### config.mk
export PLATFORM = sky130hd
export DESIGN_NAME = oss_clock_select
export DESIGN_NICKNAME = d
export VERILOG_FILES = /design/src/oss_pkg.sv /design/src/oss_clock_select.sv /design/src/oss_tick_div.sv
export SDC_FILE = /design/constraint.sdc
export NUM_CORES = 1
export LEC_CHECK = 0
export ABC_AREA = 1
export BUFFER_PORTS_ARGS = -buffer_cell sky130_fd_sc_hd__buf_2
export CAP_MARGIN = 20
export CORE_UTILIZATION = 35
export CTS_CLUSTER_DIAMETER = 60
export CTS_CLUSTER_SIZE = 12
export DETAILED_ROUTE_END_ITERATION = 10
export PLACE_DENSITY = 0.59
export SYNTH_ARGS = -nofsm -noshare
export SYNTH_HDL_FRONTEND = slang
export SYNTH_HIERARCHICAL = 1
export SYNTH_SLANG_ARGS = --single-unit
### constraint.sdc
create_clock -name clk -period 6.1 [get_ports clk]
set_input_delay 0.61 -clock clk [delete_from_list [all_inputs] [get_ports clk]]
set_output_delay 0.61 -clock clk [all_outputs]
set_load 0.01 [all_outputs]
### src/oss_pkg.sv
// Oscillator source select: shared constants, field layouts and carriers.
// Assumes a single 40 MHz clock; every slower rate is a one-cycle tick.
package oss_pkg;

   // Clock rates and derived tick counts
   localparam int unsigned CLK_HZ     = 40_000_000;
   localparam int unsigned FRC_HZ     = 8_000_000;
   localparam int unsigned FRC_CYC    = CLK_HZ / FRC_HZ;
   localparam int unsigned PLL_IN_HZ  = 4_000_000;
   localparam int unsigned PLL_IN_CYC = CLK_HZ / PLL_IN_HZ;
   localparam int unsigned PLL_TOL    = 1;

   // Divider width and fixed divide values
   localparam int unsigned   DIV_W     = 16;
   localparam logic [15:0]   FRC_DIV   = 16'(FRC_CYC);
   localparam logic [15:0]   FRC16_DIV = 16'h0010;
   localparam logic [15:0]   USB_DIV   = 16'h0002;
   localparam logic [15:0]   DIV_ONE   = 16'h0001;

   // Initial source field codes
   localparam logic [2:0] SRC_FRC    = 3'h0;
   localparam logic [2:0] SRC_FAST_RC_WITH_PLL = 3'h1;
   localparam logic [2:0] SRC_PRI    = 3'h2;
   localparam logic [2:0] SRC_PRIPLL = 3'h3;
   localparam logic [2:0] SRC_SEC    = 3'h4;
   localparam logic [2:0] SRC_LOW_POWER_RC_OSC   = 3'h5;
   localparam logic [2:0] SRC_FRC16  = 3'h6;
   localparam logic [2:0] SRC_FAST_RC_WITH_POSTSCALER = 3'h7;

   // Primary mode field codes
   localparam logic [1:0] MODE_EC  = 2'h0;
   localparam logic [1:0] MODE_XT  = 2'h1;
   localparam logic [1:0] MODE_HS  = 2'h2;
   localparam logic [1:0] MODE_OFF = 2'h3;

   // Configuration word 2 field positions
   localparam int unsigned CFG_MODE_LSB  = 0;
   localparam int unsigned CFG_OUTFN_BIT = 5;
   localparam int unsigned CFG_SWMON_LSB = 6;
   localparam int unsigned CFG_SRC_LSB   = 8;

   // Register offsets and reset values
   localparam logic [7:0] REG_SRC      = 8'h00;
   localparam logic [7:0] REG_DIV      = 8'h04;
   localparam logic [7:0] REG_STAT     = 8'h08;
   localparam logic [2:0] RC_RST       = 3'h1;
   localparam logic [2:0] PLLDIV_RST   = 3'h1;
   localparam int unsigned DIV_PLL_LSB = 4;
   localparam int unsigned STAT_FAIL   = 10;

   // Latched configuration
   typedef struct packed {
      logic       out_fn;
      logic [1:0] swmon;
      logic [2:0] src;
      logic [1:0] mode;
   } oss_cfg_s;

   // Register port request
   typedef struct packed {
      logic [7:0]  addr;
      logic [15:0] wdata;
      logic        wr;
      logic        rd;
   } oss_bus_s;

   // PLL input divider code to divide value
   function automatic logic [15:0] oss_pll_div(input logic [2:0] code);
      case (code)
         3'h7:    oss_pll_div = 16'h000C;
         3'h6:    oss_pll_div = 16'h0008;
         3'h5:    oss_pll_div = 16'h0006;
         3'h4:    oss_pll_div = 16'h0005;
         3'h3:    oss_pll_div = 16'h0004;
         3'h2:    oss_pll_div = 16'h0003;
         3'h1:    oss_pll_div = 16'h0002;
         default: oss_pll_div = 16'h0001;
      endcase
   endfunction

   // Unpack configuration word 2
   function automatic oss_cfg_s oss_cfg_unpack(input logic [15:0] w);
      oss_cfg_s c;
      c.mode   = w[CFG_MODE_LSB +: 2];
      c.out_fn = w[CFG_OUTFN_BIT];
      c.swmon  = w[CFG_SWMON_LSB +: 2];
      c.src    = w[CFG_SRC_LSB +: 3];
      oss_cfg_unpack = c;
   endfunction

endpackage

### src/oss_clock_select.sv
// Oscillator source selection, clock switching, fail-safe monitor and PLL.
// Assumes configuration word 2 is stable from reset release; oscillator
// pins are asynchronous and pass two flip-flops before use.
//
// Behaviour
// - System clock comes from exactly one of four oscillator sources.
// - Fast RC runs at 8 MHz, optionally lowered by a postscaler.
// - Instruction clock is the selected processor clock divided by two.
// - Oscillator output pin may carry instruction clock, per config bit, in EC or primary-off mode only.
// - Mode field bits 1:0 and source field bits 10:8 pick reset source.
// - Unprogrammed word selects fast RC with postscaler, codes 11 and 111.
// - Clock switching allowed only when switch permit bit is zero.
// - Fail-safe monitor active only when both monitor bits are zero.
// - Source 110 is fast RC / 16, 101 low-power RC, 100 secondary.
// - Source 011 is primary through PLL, 010 primary direct.
// - Source 001 is fast RC through PLL, 000 fast RC direct.
// - Primary and fast RC may feed PLL for USB, graphics, system.
// - USB branch is 20 MHz (40 MHz clock / 2) from PLL while a PLL source is selected and locked; no external USB clock.
`timescale 1ns/10ps
module oss_clock_select
#(
   parameter int unsigned LOW_POWER_RC_OSC_DIV    = 1280,
   parameter int unsigned PLL_SYS_DIV = 3,
   parameter int unsigned FAILSAFE_CLOCK_MONITOR_CYC    = 2048
)
(
   // Clock and reset
   input  wire logic             clk,
   input  wire logic             sys_rst,
   // Configuration word 2
   input  wire logic [15:0]      cfg_word2,
   // Oscillator pins
   input  wire logic             pri_osc_pin,
   input  wire logic             sec_osc_pin,
   // Register port
   input  wire oss_pkg::oss_bus_s bus,
   output logic [15:0]           rdata,
   // Clock enables and instruction clock
   output logic                  sys_clk_en,
   output logic                  instr_clk_en,
   output logic                  instr_clk,
   output logic                  usb_clk_en,
   output logic                  gfx_clk_en,
   // Status
   output logic                  pll_active,
   output logic                  failsafe_clock_monitor_fail,
   // Oscillator output pin
   output logic                  osc_out_pin_o,
   output logic                  osc_out_pin_oe_n
);
   import oss_pkg::*;

   typedef enum logic [1:0] {ST_WAIT_CFG, ST_RUN, ST_SWITCH} oss_state_e;

   oss_state_e  state_q;
   oss_cfg_s    cfg_q;
   logic [2:0]  cur_src_q;
   logic [2:0]  tgt_src_q;
   logic [2:0]  rc_q;
   logic [2:0]  plldiv_q;
   logic        fail_q;
   logic        pll_ok_q;
   logic [7:0]  per_q;
   logic [15:0] wd_q;
   logic        instr_q;
   logic        oe_n_q;
   logic [15:0] rdata_q;
   logic [2:0]  pri_sync_q;
   logic [2:0]  sec_sync_q;

   // Pin synchronisers; stage 2 holds the previous level for edge finding
   always_ff @(posedge clk)
   begin
      if (sys_rst)
      begin
         pri_sync_q <= 3'h0;
         sec_sync_q <= 3'h0;
      end
      else
      begin
         pri_sync_q <= {pri_sync_q[1:0], pri_osc_pin};
         sec_sync_q <= {sec_sync_q[1:0], sec_osc_pin};
      end
   end

   // Source ticks
   wire running   = (state_q != ST_WAIT_CFG);
   wire pri_on    = (cfg_q.mode != MODE_OFF);
   wire pri_tick  = pri_on && pri_sync_q[1] && !pri_sync_q[2];
   wire sec_tick  = sec_sync_q[1] && !sec_sync_q[2];
   wire [15:0] ps_div = DIV_ONE << rc_q;
   wire frc_tick;
   wire frc_ps_tick;
   wire frc16_tick;
   wire low_power_rc_osc_tick;
   wire pll_in_tick;
   wire pll_sys_tick;
   wire usb_tick;

   // Fast RC base and its derived rates; low-power RC base
   oss_tick_div u_frc (
      .clk      (clk),
      .sys_rst  (sys_rst),
      .tick_in  (1'b1),
      .div      (FRC_DIV),
      .tick_out (frc_tick)
   );
   oss_tick_div u_frc_ps (
      .clk      (clk),
      .sys_rst  (sys_rst),
      .tick_in  (frc_tick),
      .div      (ps_div),
      .tick_out (frc_ps_tick)
   );
   oss_tick_div u_frc16 (
      .clk      (clk),
      .sys_rst  (sys_rst),
      .tick_in  (frc_tick),
      .div      (FRC16_DIV),
      .tick_out (frc16_tick)
   );
   oss_tick_div u_low_power_rc_osc (
      .clk      (clk),
      .sys_rst  (sys_rst),
      .tick_in  (1'b1),
      .div      (16'(LOW_POWER_RC_OSC_DIV)),
      .tick_out (low_power_rc_osc_tick)
   );

   // PLL path follows the target while a switch is in progress
   wire [2:0] path_src = (state_q == ST_SWITCH) ? tgt_src_q : cur_src_q;
   wire pll_want = running && ((path_src == SRC_PRIPLL) || (path_src == SRC_FAST_RC_WITH_PLL));
   wire pll_src_tick = (path_src == SRC_FAST_RC_WITH_PLL) ? frc_ps_tick : pri_tick;

   oss_tick_div u_plldiv (
      .clk      (clk),
      .sys_rst  (sys_rst),
      .tick_in  (pll_src_tick),
      .div      (oss_pll_div(plldiv_q)),
      .tick_out (pll_in_tick)
   );
   oss_tick_div u_pllsys (
      .clk      (clk),
      .sys_rst  (sys_rst),
      .tick_in  (pll_ok_q),
      .div      (16'(PLL_SYS_DIV)),
      .tick_out (pll_sys_tick)
   );
   oss_tick_div u_usb (
      .clk      (clk),
      .sys_rst  (sys_rst),
      .tick_in  (pll_ok_q),
      .div      (USB_DIV),
      .tick_out (usb_tick)
   );

   // PLL input lock check: the divided input must arrive at 4 MHz
   wire per_ok = (per_q >= 8'(PLL_IN_CYC - 1 - PLL_TOL))
              && (per_q <= 8'(PLL_IN_CYC - 1 + PLL_TOL));
   wire per_lost = (per_q > 8'(2 * PLL_IN_CYC));
   always_ff @(posedge clk)
   begin
      if (sys_rst)
      begin
         per_q    <= 8'h00;
         pll_ok_q <= 1'b0;
      end
      else
      begin
         per_q    <= pll_in_tick ? 8'h00 : (per_q == 8'hFF ? per_q : per_q + 8'h01);
         if (!pll_want || per_lost)
            pll_ok_q <= 1'b0;
         else if (pll_in_tick)
            pll_ok_q <= per_ok;
      end
   end

   // One tick line per source code; one of them drives the system clock
   wire [7:0] src_ticks = {frc_ps_tick, frc16_tick, low_power_rc_osc_tick, sec_tick,
                           pll_sys_tick, pri_tick, pll_sys_tick, frc_tick};
   wire cur_tick = src_ticks[cur_src_q];
   wire tgt_tick = src_ticks[tgt_src_q];
   wire sys_tick = running && cur_tick;

   // Permissions and monitor
   wire switch_ok = !cfg_q.swmon[1];
   wire failsafe_clock_monitor_on   = (cfg_q.swmon == 2'b00);
   wire ext_src   = (cur_src_q == SRC_PRI) || (cur_src_q == SRC_PRIPLL)
                 || (cur_src_q == SRC_SEC);
   wire wd_done   = (wd_q >= 16'(FAILSAFE_CLOCK_MONITOR_CYC - 1));
   wire failsafe_clock_monitor_trip = (state_q == ST_RUN) && failsafe_clock_monitor_on && ext_src && wd_done;

   // Register decode
   wire wr_src   = bus.wr && (bus.addr == REG_SRC);
   wire wr_div   = bus.wr && (bus.addr == REG_DIV);
   wire clr_fail = bus.wr && (bus.addr == REG_STAT) && bus.wdata[STAT_FAIL];
   wire [15:0] stat_word = {3'h0, failsafe_clock_monitor_on, switch_ok, fail_q, pll_ok_q, pll_want,
                            cfg_q.out_fn, cfg_q.swmon, cfg_q.src, cfg_q.mode};
   wire [15:0] rd_mux = (bus.addr == REG_SRC)  ? {11'h000, state_q == ST_SWITCH,
                                                  1'b0, cur_src_q} :
                        (bus.addr == REG_DIV)  ? {9'h000, plldiv_q, 1'b0, rc_q} :
                        (bus.addr == REG_STAT) ? stat_word : 16'h0000;

   // Source state machine: capture at release, switch, fail-safe fallback
   wire watched = (state_q == ST_SWITCH) ? tgt_tick : cur_tick;
   always_ff @(posedge clk)
   begin
      if (sys_rst)
      begin
         state_q   <= ST_WAIT_CFG;
         cfg_q     <= '1;
         cur_src_q <= SRC_FAST_RC_WITH_POSTSCALER;
         tgt_src_q <= SRC_FAST_RC_WITH_POSTSCALER;
         wd_q      <= 16'h0000;
      end
      else
      begin
         wd_q <= (watched || failsafe_clock_monitor_trip) ? 16'h0000 : (wd_done ? wd_q : wd_q + 16'h0001);
         case (state_q)
            ST_WAIT_CFG:
            begin
               cfg_q     <= oss_cfg_unpack(cfg_word2);
               cur_src_q <= cfg_word2[CFG_SRC_LSB +: 3];
               state_q   <= ST_RUN;
            end
            ST_RUN:
            begin
               if (failsafe_clock_monitor_trip)
                  cur_src_q <= SRC_FRC;
               else if (wr_src && switch_ok)
               begin
                  tgt_src_q <= bus.wdata[2:0];
                  state_q   <= ST_SWITCH;
                  wd_q      <= 16'h0000;
               end
            end
            ST_SWITCH:
            begin
               if (tgt_tick)
               begin
                  cur_src_q <= tgt_src_q;
                  state_q   <= ST_RUN;
               end
               else if (wd_done)
                  state_q <= ST_RUN;
            end
            default:
               state_q <= ST_WAIT_CFG;
         endcase
      end
   end

   // Software registers and sticky failure flag; a trip beats a clear
   always_ff @(posedge clk)
   begin
      if (sys_rst)
      begin
         rc_q     <= RC_RST;
         plldiv_q <= PLLDIV_RST;
         fail_q   <= 1'b0;
         rdata_q  <= 16'h0000;
      end
      else
      begin
         if (wr_div)
         begin
            rc_q     <= bus.wdata[2:0];
            plldiv_q <= bus.wdata[DIV_PLL_LSB +: 3];
         end
         fail_q  <= failsafe_clock_monitor_trip || (fail_q && !clr_fail);
         rdata_q <= bus.rd ? rd_mux : 16'h0000;
      end
   end

   // Instruction clock and oscillator output pin
   wire out_mode = (cfg_q.mode == MODE_EC) || (cfg_q.mode == MODE_OFF);
   always_ff @(posedge clk)
   begin
      if (sys_rst)
      begin
         instr_q <= 1'b0;
         oe_n_q  <= 1'b1;
      end
      else
      begin
         if (sys_tick)
            instr_q <= !instr_q;
         oe_n_q <= !(running && cfg_q.out_fn && out_mode);
      end
   end

   // Outputs
   assign sys_clk_en       = sys_tick;
   assign instr_clk_en     = sys_tick && instr_q;
   assign instr_clk        = instr_q;
   assign usb_clk_en       = usb_tick && pll_want && pll_ok_q;
   assign gfx_clk_en       = pll_want && pll_ok_q;
   assign pll_active       = pll_want;
   assign failsafe_clock_monitor_fail        = fail_q;
   assign rdata            = rdata_q;
   assign osc_out_pin_o    = instr_q;
   assign osc_out_pin_oe_n = oe_n_q;

   // Helper: system ticks since the last instruction tick
   logic [1:0] sc_q;
   always_ff @(posedge clk)
   begin
      if (sys_rst)
         sc_q <= 2'h0;
      else if (instr_clk_en)
         sc_q <= 2'h0;
      else if (sys_clk_en && sc_q != 2'h3)
         sc_q <= sc_q + 2'h1;
   end
endmodule

### src/oss_tick_div.sv
// Tick divider: passes one of every div input ticks.
// Assumes tick_in is a one-cycle enable on clk; div of 0 acts as 1.
`timescale 1ns/10ps
module oss_tick_div
#(
   parameter int unsigned W = oss_pkg::DIV_W
)
(
   // Clock and reset
   input  wire logic         clk,
   input  wire logic         sys_rst,
   // Tick stream
   input  wire logic         tick_in,
   input  wire logic [W-1:0] div,
   output logic              tick_out
);
   import oss_pkg::*;

   localparam logic [W-1:0] ONE = W'(1);

   logic [W-1:0] cnt_q;
   logic [W-1:0] cnt_d;
   logic         last;

   // Last count reached; a shrunken divide value ends the count at once
   assign last     = (div <= ONE) || (cnt_q >= div - ONE);
   assign tick_out = tick_in && last;
   assign cnt_d    = !tick_in ? cnt_q : (last ? '0 : cnt_q + ONE);

   // Input tick counter
   always_ff @(posedge clk)
   begin
      if (sys_rst)
         cnt_q <= '0;
      else
         cnt_q <= cnt_d;
   end

endmodule

After elaboration in Yosys (flattened, before gate mapping)
Index checks and enable logic that the tools add are counted.
Widths: inputs -> output; s select.
{"block": "word_totals", "regBits": 184, "input_bits": 46, "output_inout_bits": 25}
{"block": "classes", "n_shift": 1, "n_reduce_logical": 59, "muxes": 29, "eq_ne": 24, "bitwise": 3, "addsub": 11, "order_cmp": 15}
{"op": "$mux 16", "n": 10}
{"op": "$add 16x1->16 const B", "n": 8}
{"op": "$ge 16x11->1 const B", "n": 2}
{"op": "$ge 16x16->1", "n": 2}
{"op": "$pmux 4 s7", "n": 1}
{"op": "$logic_and 1x1->1", "n": 26}
{"op": "$ge 16x1->1 const B", "n": 1}
{"op": "$ge 16x2->1 const B", "n": 1}
{"op": "$ge 16x3->1 const B", "n": 1}
{"op": "$ge 16x4->1 const B", "n": 1}
{"op": "$le 16x1->1 const B", "n": 1}
{"op": "$shl 1x3->16 const A", "n": 1}
{"op": "$sub 16x1->16 const B", "n": 1}
{"op": "$eq 3x2->1 const B", "n": 5}
{"op": "$eq 3x3->1 const B", "n": 5}
{"op": "$mux 7", "n": 2}
{"op": "$reduce_or 2->1", "n": 5}
{"op": "$logic_or 1x1->1", "n": 9}
{"op": "$mux 3", "n": 3}
{"op": "$pmux 3 s3", "n": 1}
{"op": "$reduce_and 3->1", "n": 3}
{"op": "$add 8x1->8 const B", "n": 1}
{"op": "$eq 8x3->1 const B", "n": 1}
{"op": "$eq 8x4->1 const B", "n": 1}
{"op": "other kinds (27)", "n": 50}

Longest topological paths before layout
{"block": "logic_depth", "ltp_word": 13, "mapped_depth": 31, "depth_no_buf": 31}

By module
Netlist, hierarchy kept.
{"module": "oss_tick_div at u_frc ...", "n_inst": 5, "area_per_inst_um2": 1584.0, "cells_each": 237}
{"module": "oss_clock_select", "n_inst": 1, "area_per_inst_um2": 3363.2, "cells_each": 453}
{"module": "oss_tick_div at u_frc16", "n_inst": 1, "area_per_inst_um2": 1571.5, "cells_each": 239}
{"module": "oss_tick_div at u_frc_ps", "n_inst": 1, "area_per_inst_um2": 1560.2, "cells_each": 239}

Least setup slack after synthesis
OpenSTA, ideal clock, no wires.
{"block": "synth_path", "path_kind": "register to output", "startpoint": "register rc_q[1]", "endpoint": "output instr_clk_en", "t_arrival_ns": 2.891, "setup_slack_ns": 2.599, "t_required_ns": 5.490, "path_stages_with_launch": 28, "path_cell_list": "dfxtp_1 inv_1 nor3_1 nor2_1 nand2_1 nor2_1 nand2_1 nor2_1 nand2_1 xnor2_1 inv_1 ha_1 nand2_1 inv_1 nand3_1 nor3_1 nand2_1 nand2_1 nand2_2 inv_1 inv_1 nand2_1 o211ai_1 nand3_1 nand2_1 nor2_1 nand2_1 inv_1"}
{"block": "synth_via", "elab_chain_len": 9}
{"item": "start, declared", "line_no": "oss_clock_select.sv:59", "rtl": "logic [2:0] rc_q;"}
{"item": "start signal, assigned", "line_no": "oss_clock_select.sv:267", "rtl": "rc_q <= bus.wdata[2:0];"}
{"item": "$shl 1x3->16 *", "line_no": "oss_clock_select.sv:91", "rtl": "wire [15:0] ps_div = DIV_ONE << rc_q;"}
{"item": "net ps_div[2]", "line_no": "oss_clock_select.sv:91"}
{"item": "$sub 16x1->16", "line_no": "oss_tick_div.sv:26", "rtl": "assign last = (div <= ONE) || (cnt_q >= div - ONE);"}
{"item": "$ge 16x16->1", "line_no": "oss_tick_div.sv:26"}
{"item": "$logic_or 1x1->1 *", "line_no": "oss_tick_div.sv:26"}
{"item": "$logic_and 1x1->1 *", "line_no": "oss_tick_div.sv:27", "rtl": "assign tick_out = tick_in && last;"}
{"item": "net frc_ps_tick", "line_no": "oss_clock_select.sv:93", "rtl": "wire frc_ps_tick;"}
{"item": "$bmux 1 s3 *", "line_no": "oss_clock_select.sv:181", "rtl": "wire cur_tick = src_ticks[cur_src_q];"}
{"item": "$mux 1 (not written as such) *", "line_no": "oss_clock_select.sv:181"}
{"item": "$logic_and 1x1->1 *", "line_no": "oss_clock_select.sv:183", "rtl": "wire sys_tick = running && cur_tick;"}
{"item": "net sys_clk_en", "line_no": "oss_clock_select.sv:39", "rtl": "output logic sys_clk_en,"}
{"item": "$logic_and 1x1->1 *", "line_no": "oss_clock_select.sv:294", "rtl": "assign instr_clk_en = sys_tick && instr_q;"}
{"item": "end, declared", "line_no": "oss_clock_select.sv:40", "rtl": "output logic instr_clk_en,"}
The timed path passes the listed nets; every way through them passes the cells marked *. The select of a mux whose other input is x is not followed.

Worst setup path after layout
{"block": "layout_path", "startpoint": "register rc_q[0]", "endpoint": "output instr_clk_en"}
{"block": "layout_via", "elab_chain_len": 9}
{"item": "$shl 1x3->16 *", "line_no": "oss_clock_select.sv:91"}
{"item": "net ps_div[1]", "line_no": "oss_clock_select.sv:91"}
{"item": "$sub 16x1->16", "line_no": "oss_tick_div.sv:26"}
{"item": "$ge 16x16->1", "line_no": "oss_tick_div.sv:26"}
{"item": "$logic_or 1x1->1 *", "line_no": "oss_tick_div.sv:26"}
{"item": "$logic_and 1x1->1 *", "line_no": "oss_tick_div.sv:27"}
{"item": "net frc_ps_tick", "line_no": "oss_clock_select.sv:93"}
{"item": "$bmux 1 s3 *", "line_no": "oss_clock_select.sv:181"}
{"item": "$mux 1 (not written as such) *", "line_no": "oss_clock_select.sv:181"}
{"item": "$logic_and 1x1->1 *", "line_no": "oss_clock_select.sv:183"}
{"item": "$logic_and 1x1->1 *", "line_no": "oss_clock_select.sv:294"}
Marked as above.

==> metrics <==
outcome complete, no violations; Hold WS approximately 390 ps; first-pass GRT wire length roughly 53 mm; DP Cell Count between 2,000 and 3,000; Layout area overhead 15.2%; largest net degree at the start of global routing 24; initial antenna violation count 1; critical path arrival roughly 4000 ps; RSZ-0062 raised after global routing false; CP Class register to output pin; CTS tree built; DIE HEIGHT just over 200 microns; Async SR Flop Fraction 0; max incr delay on CP between 300 and 400 ps; Worst-Skew Late Latency around 440 ps; number of synthesized flops with an enable pin 0; Routed Antenna Nets 0; Nets ~2,600; port bufs 50; VDD IR max around 210 uV; minimum clock period roughly 4600 ps; clk slew on worst S/H paths roughly 70 ps; DR iter-0 viols 558; yosys warns 6; routability congestion estimate 0.795; Register Area around 0.0036 sq mm; Max clock buf depth 2; Die W roughly 200 microns; io pins 71; final setup fails 0; max_cap viols 0; DIE AREA approximately 0.042 sq mm; Post-Route Setup TNS 0 ps; Synth Flop Type dfxtp_1; All-Layer GR Usage 0.153; Yosys top cell by area dfxtp_1; layout cells sized above 1 0.109; Post-Route WL between 20 and 30 mm; Post-Synthesis Cells approximately 2,100; core area around 0.040 sq mm; Worst setup EP type output pin; library cells used by synthesis 46; CP Buf/Inv Count 7; Worst Hold Class input pin to register; area share of the largest cell type after synthesis 0.251; power per cell area ~180 mW/mm^2; area taken by multi-input logic gates ~0.01 sq mm; final core utilization 0.413; Num CTS Buffers 17; Post-Layout Cell Count around 3,000; WP data required about 5500 ps; post-synthesis register bit count approximately 180; Site Rows 73; Vias about 13,000; FMAX 217 MHz; Starting Density 0.359; syn avg cell area roughly 6.8 sq um; synth top area cells dfxtp_1, ha_1, nand2_1; DR WL/cell slightly above 10 microns; critical path peak fanout 6; GRT Residual Overflow 0; root buf cell clkbuf_16; family with the most delay on the worst path simple AND/OR/NAND/NOR gates; Slew HR 0.416; synth cell count leaders nand2_1, inv_1, nor2_1, dfxtp_1, ha_1; HPWL after DPL roughly 24 mm; clock sinks ~180; Pwr Total ~0.0030 W; # fillers 4,283; Antenna diodes 0; Post-Syn Area around 0.014 sq mm; cell mode on critical path nand2_1; sequential fraction of the synthesis area 0.251; Final Cycle Share 0.754; hold buffer count at CTS 0; average vias per placed instance 4.26; CTS H-tree lvls 4; postcts setup bufs 0; critical path launch point type register; final setup skew ~13 ps; Final Max Slew Viols 0; Critical-path top delay cell dfxtp_1; top-count cell post-synth nand2_1; # resized after CTS 0; final hold viol count 0; worst-margin pin slew about 880 ps; TritonRoute pass-1 iters 5; DRC Markers 0; static leakage approximately 8 nW; vias in the first global route about 12,000
flip-flops by register name, summed over array words and instances, names as in the netlist:
register                     flops
u_frc/cnt_q                     16
u_frc16/cnt_q                   16
u_frc_ps/cnt_q                  16
u_low_power_rc_osc/cnt_q        16
u_plldiv/cnt_q                  16
u_pllsys/cnt_q                  16
u_usb/cnt_q                     16
wd_q                            16
rdata                           13
cfg_q                            8
per_q                            8
cur_src_q                        3
plldiv_q                         3
pri_sync_q                       3
rc_q                             3
sec_sync_q                       3
tgt_src_q                        3
state_q                          2
failsafe_clock_monitor_fail      1
instr_clk                        1
osc_out_pin_oe_n                 1
pll_ok_q                         1
cell usage in the layout, fill, tap and decap left out, drive strengths merged:
cell,instances
nor4,4
inv,373
nor2,386
a21o,7
nand3,96
clkinvlp,2
clkinv,6
bufinv,1
nor3b,6
xnor2,63
xor2,84
o31ai,1
ha,142
clkbuf,17
nand4,42
buf,52
nand3b,1
a21oi,75
o211ai,8
nor3,44
or2,2
a31oi,7
o21ai,58
conb,268
o21bai,14
a311oi,1
a31o,7
o22ai,6
nand2,481
a211oi,2
o2111ai,1
dfxtp,181
area by class of cell:
type	instances	area share
sequential	181	0.218
tap	525	0.0396
clock buffer	17	0.0256
multi-input combinational	1806	0.610
clock inverter	14	0.00754
inverter	368	0.0835
timing repair buffer	52	0.0160
worst reg2reg max path, delay by kind of cell, from the launching register on:
kind | cells | cell delay, ps
XOR/XNOR | 1 | 170
flip-flops | 1 | 360
AND/OR/NAND/NOR | 17 | 1910
adder cells (fa/ha/maj) | 1 | 290
AO/OA/AOI/OAI | 2 | 380
buffers and inverters | 8 | 860
final timing paths:
| path | cells past startpoint | start | slack (ps) | endpoint |
|---|---|---|---|---|
| setup / recovery | 28 | rc_q[0] | 1500 | instr_clk_en |
| hold / removal | 3 | bus[6] | 390 | plldiv_q[0] |
| setup reg to reg | 29 | rc_q[0] | 2050 | per_q[7] |
| hold reg to reg | 2 | sec_sync_q[0] | 410 | sec_sync_q[1] |
layer usage:
metal,vias to the layer above,part of all wire,global-route usage,wire length (microns)
met4,0,0.014,0.0439,416
met3,18,0.021,0.0197,632
met2,106,0.47,0.264,13900
met5,-,0,0,0
met1,5533,0.50,0.198,14900
li1,6967,-,-,-
metrics by stage:
stage / setup slack, ps / instance area [sq um]
global route: 936 / 16600
detailed placement: 1910 / 16100
global placement: 1930 / 16100
finish: 1500 / 16600
CTS: 1420 / 16600
floorplan: 2600 / 15400
where the power goes:
group / total (W) / switching, W / internal (W)
sequential: 0.00130 / 0.0000668 / 0.00124
combinational: 0.000605 / 0.000397 / 0.000208
clock: 0.00107 / 0.000504 / 0.000565
cell families (layout without fill, tap and decap cells):
kind of cell,count (synthesis),count (layout),synth area share
other,2,268,0.000521
DFF,181,181,0.251
xor gates and xnor gates,147,147,0.0893
and+or+nand+nor,1062,1062,0.344
buffers and inverters,395,451,0.116
adders and majority gates,142,142,0.123
AOI/OAI and AO/OA,187,187,0.0759
No activity file was read; power rests on OpenSTA's default activity.
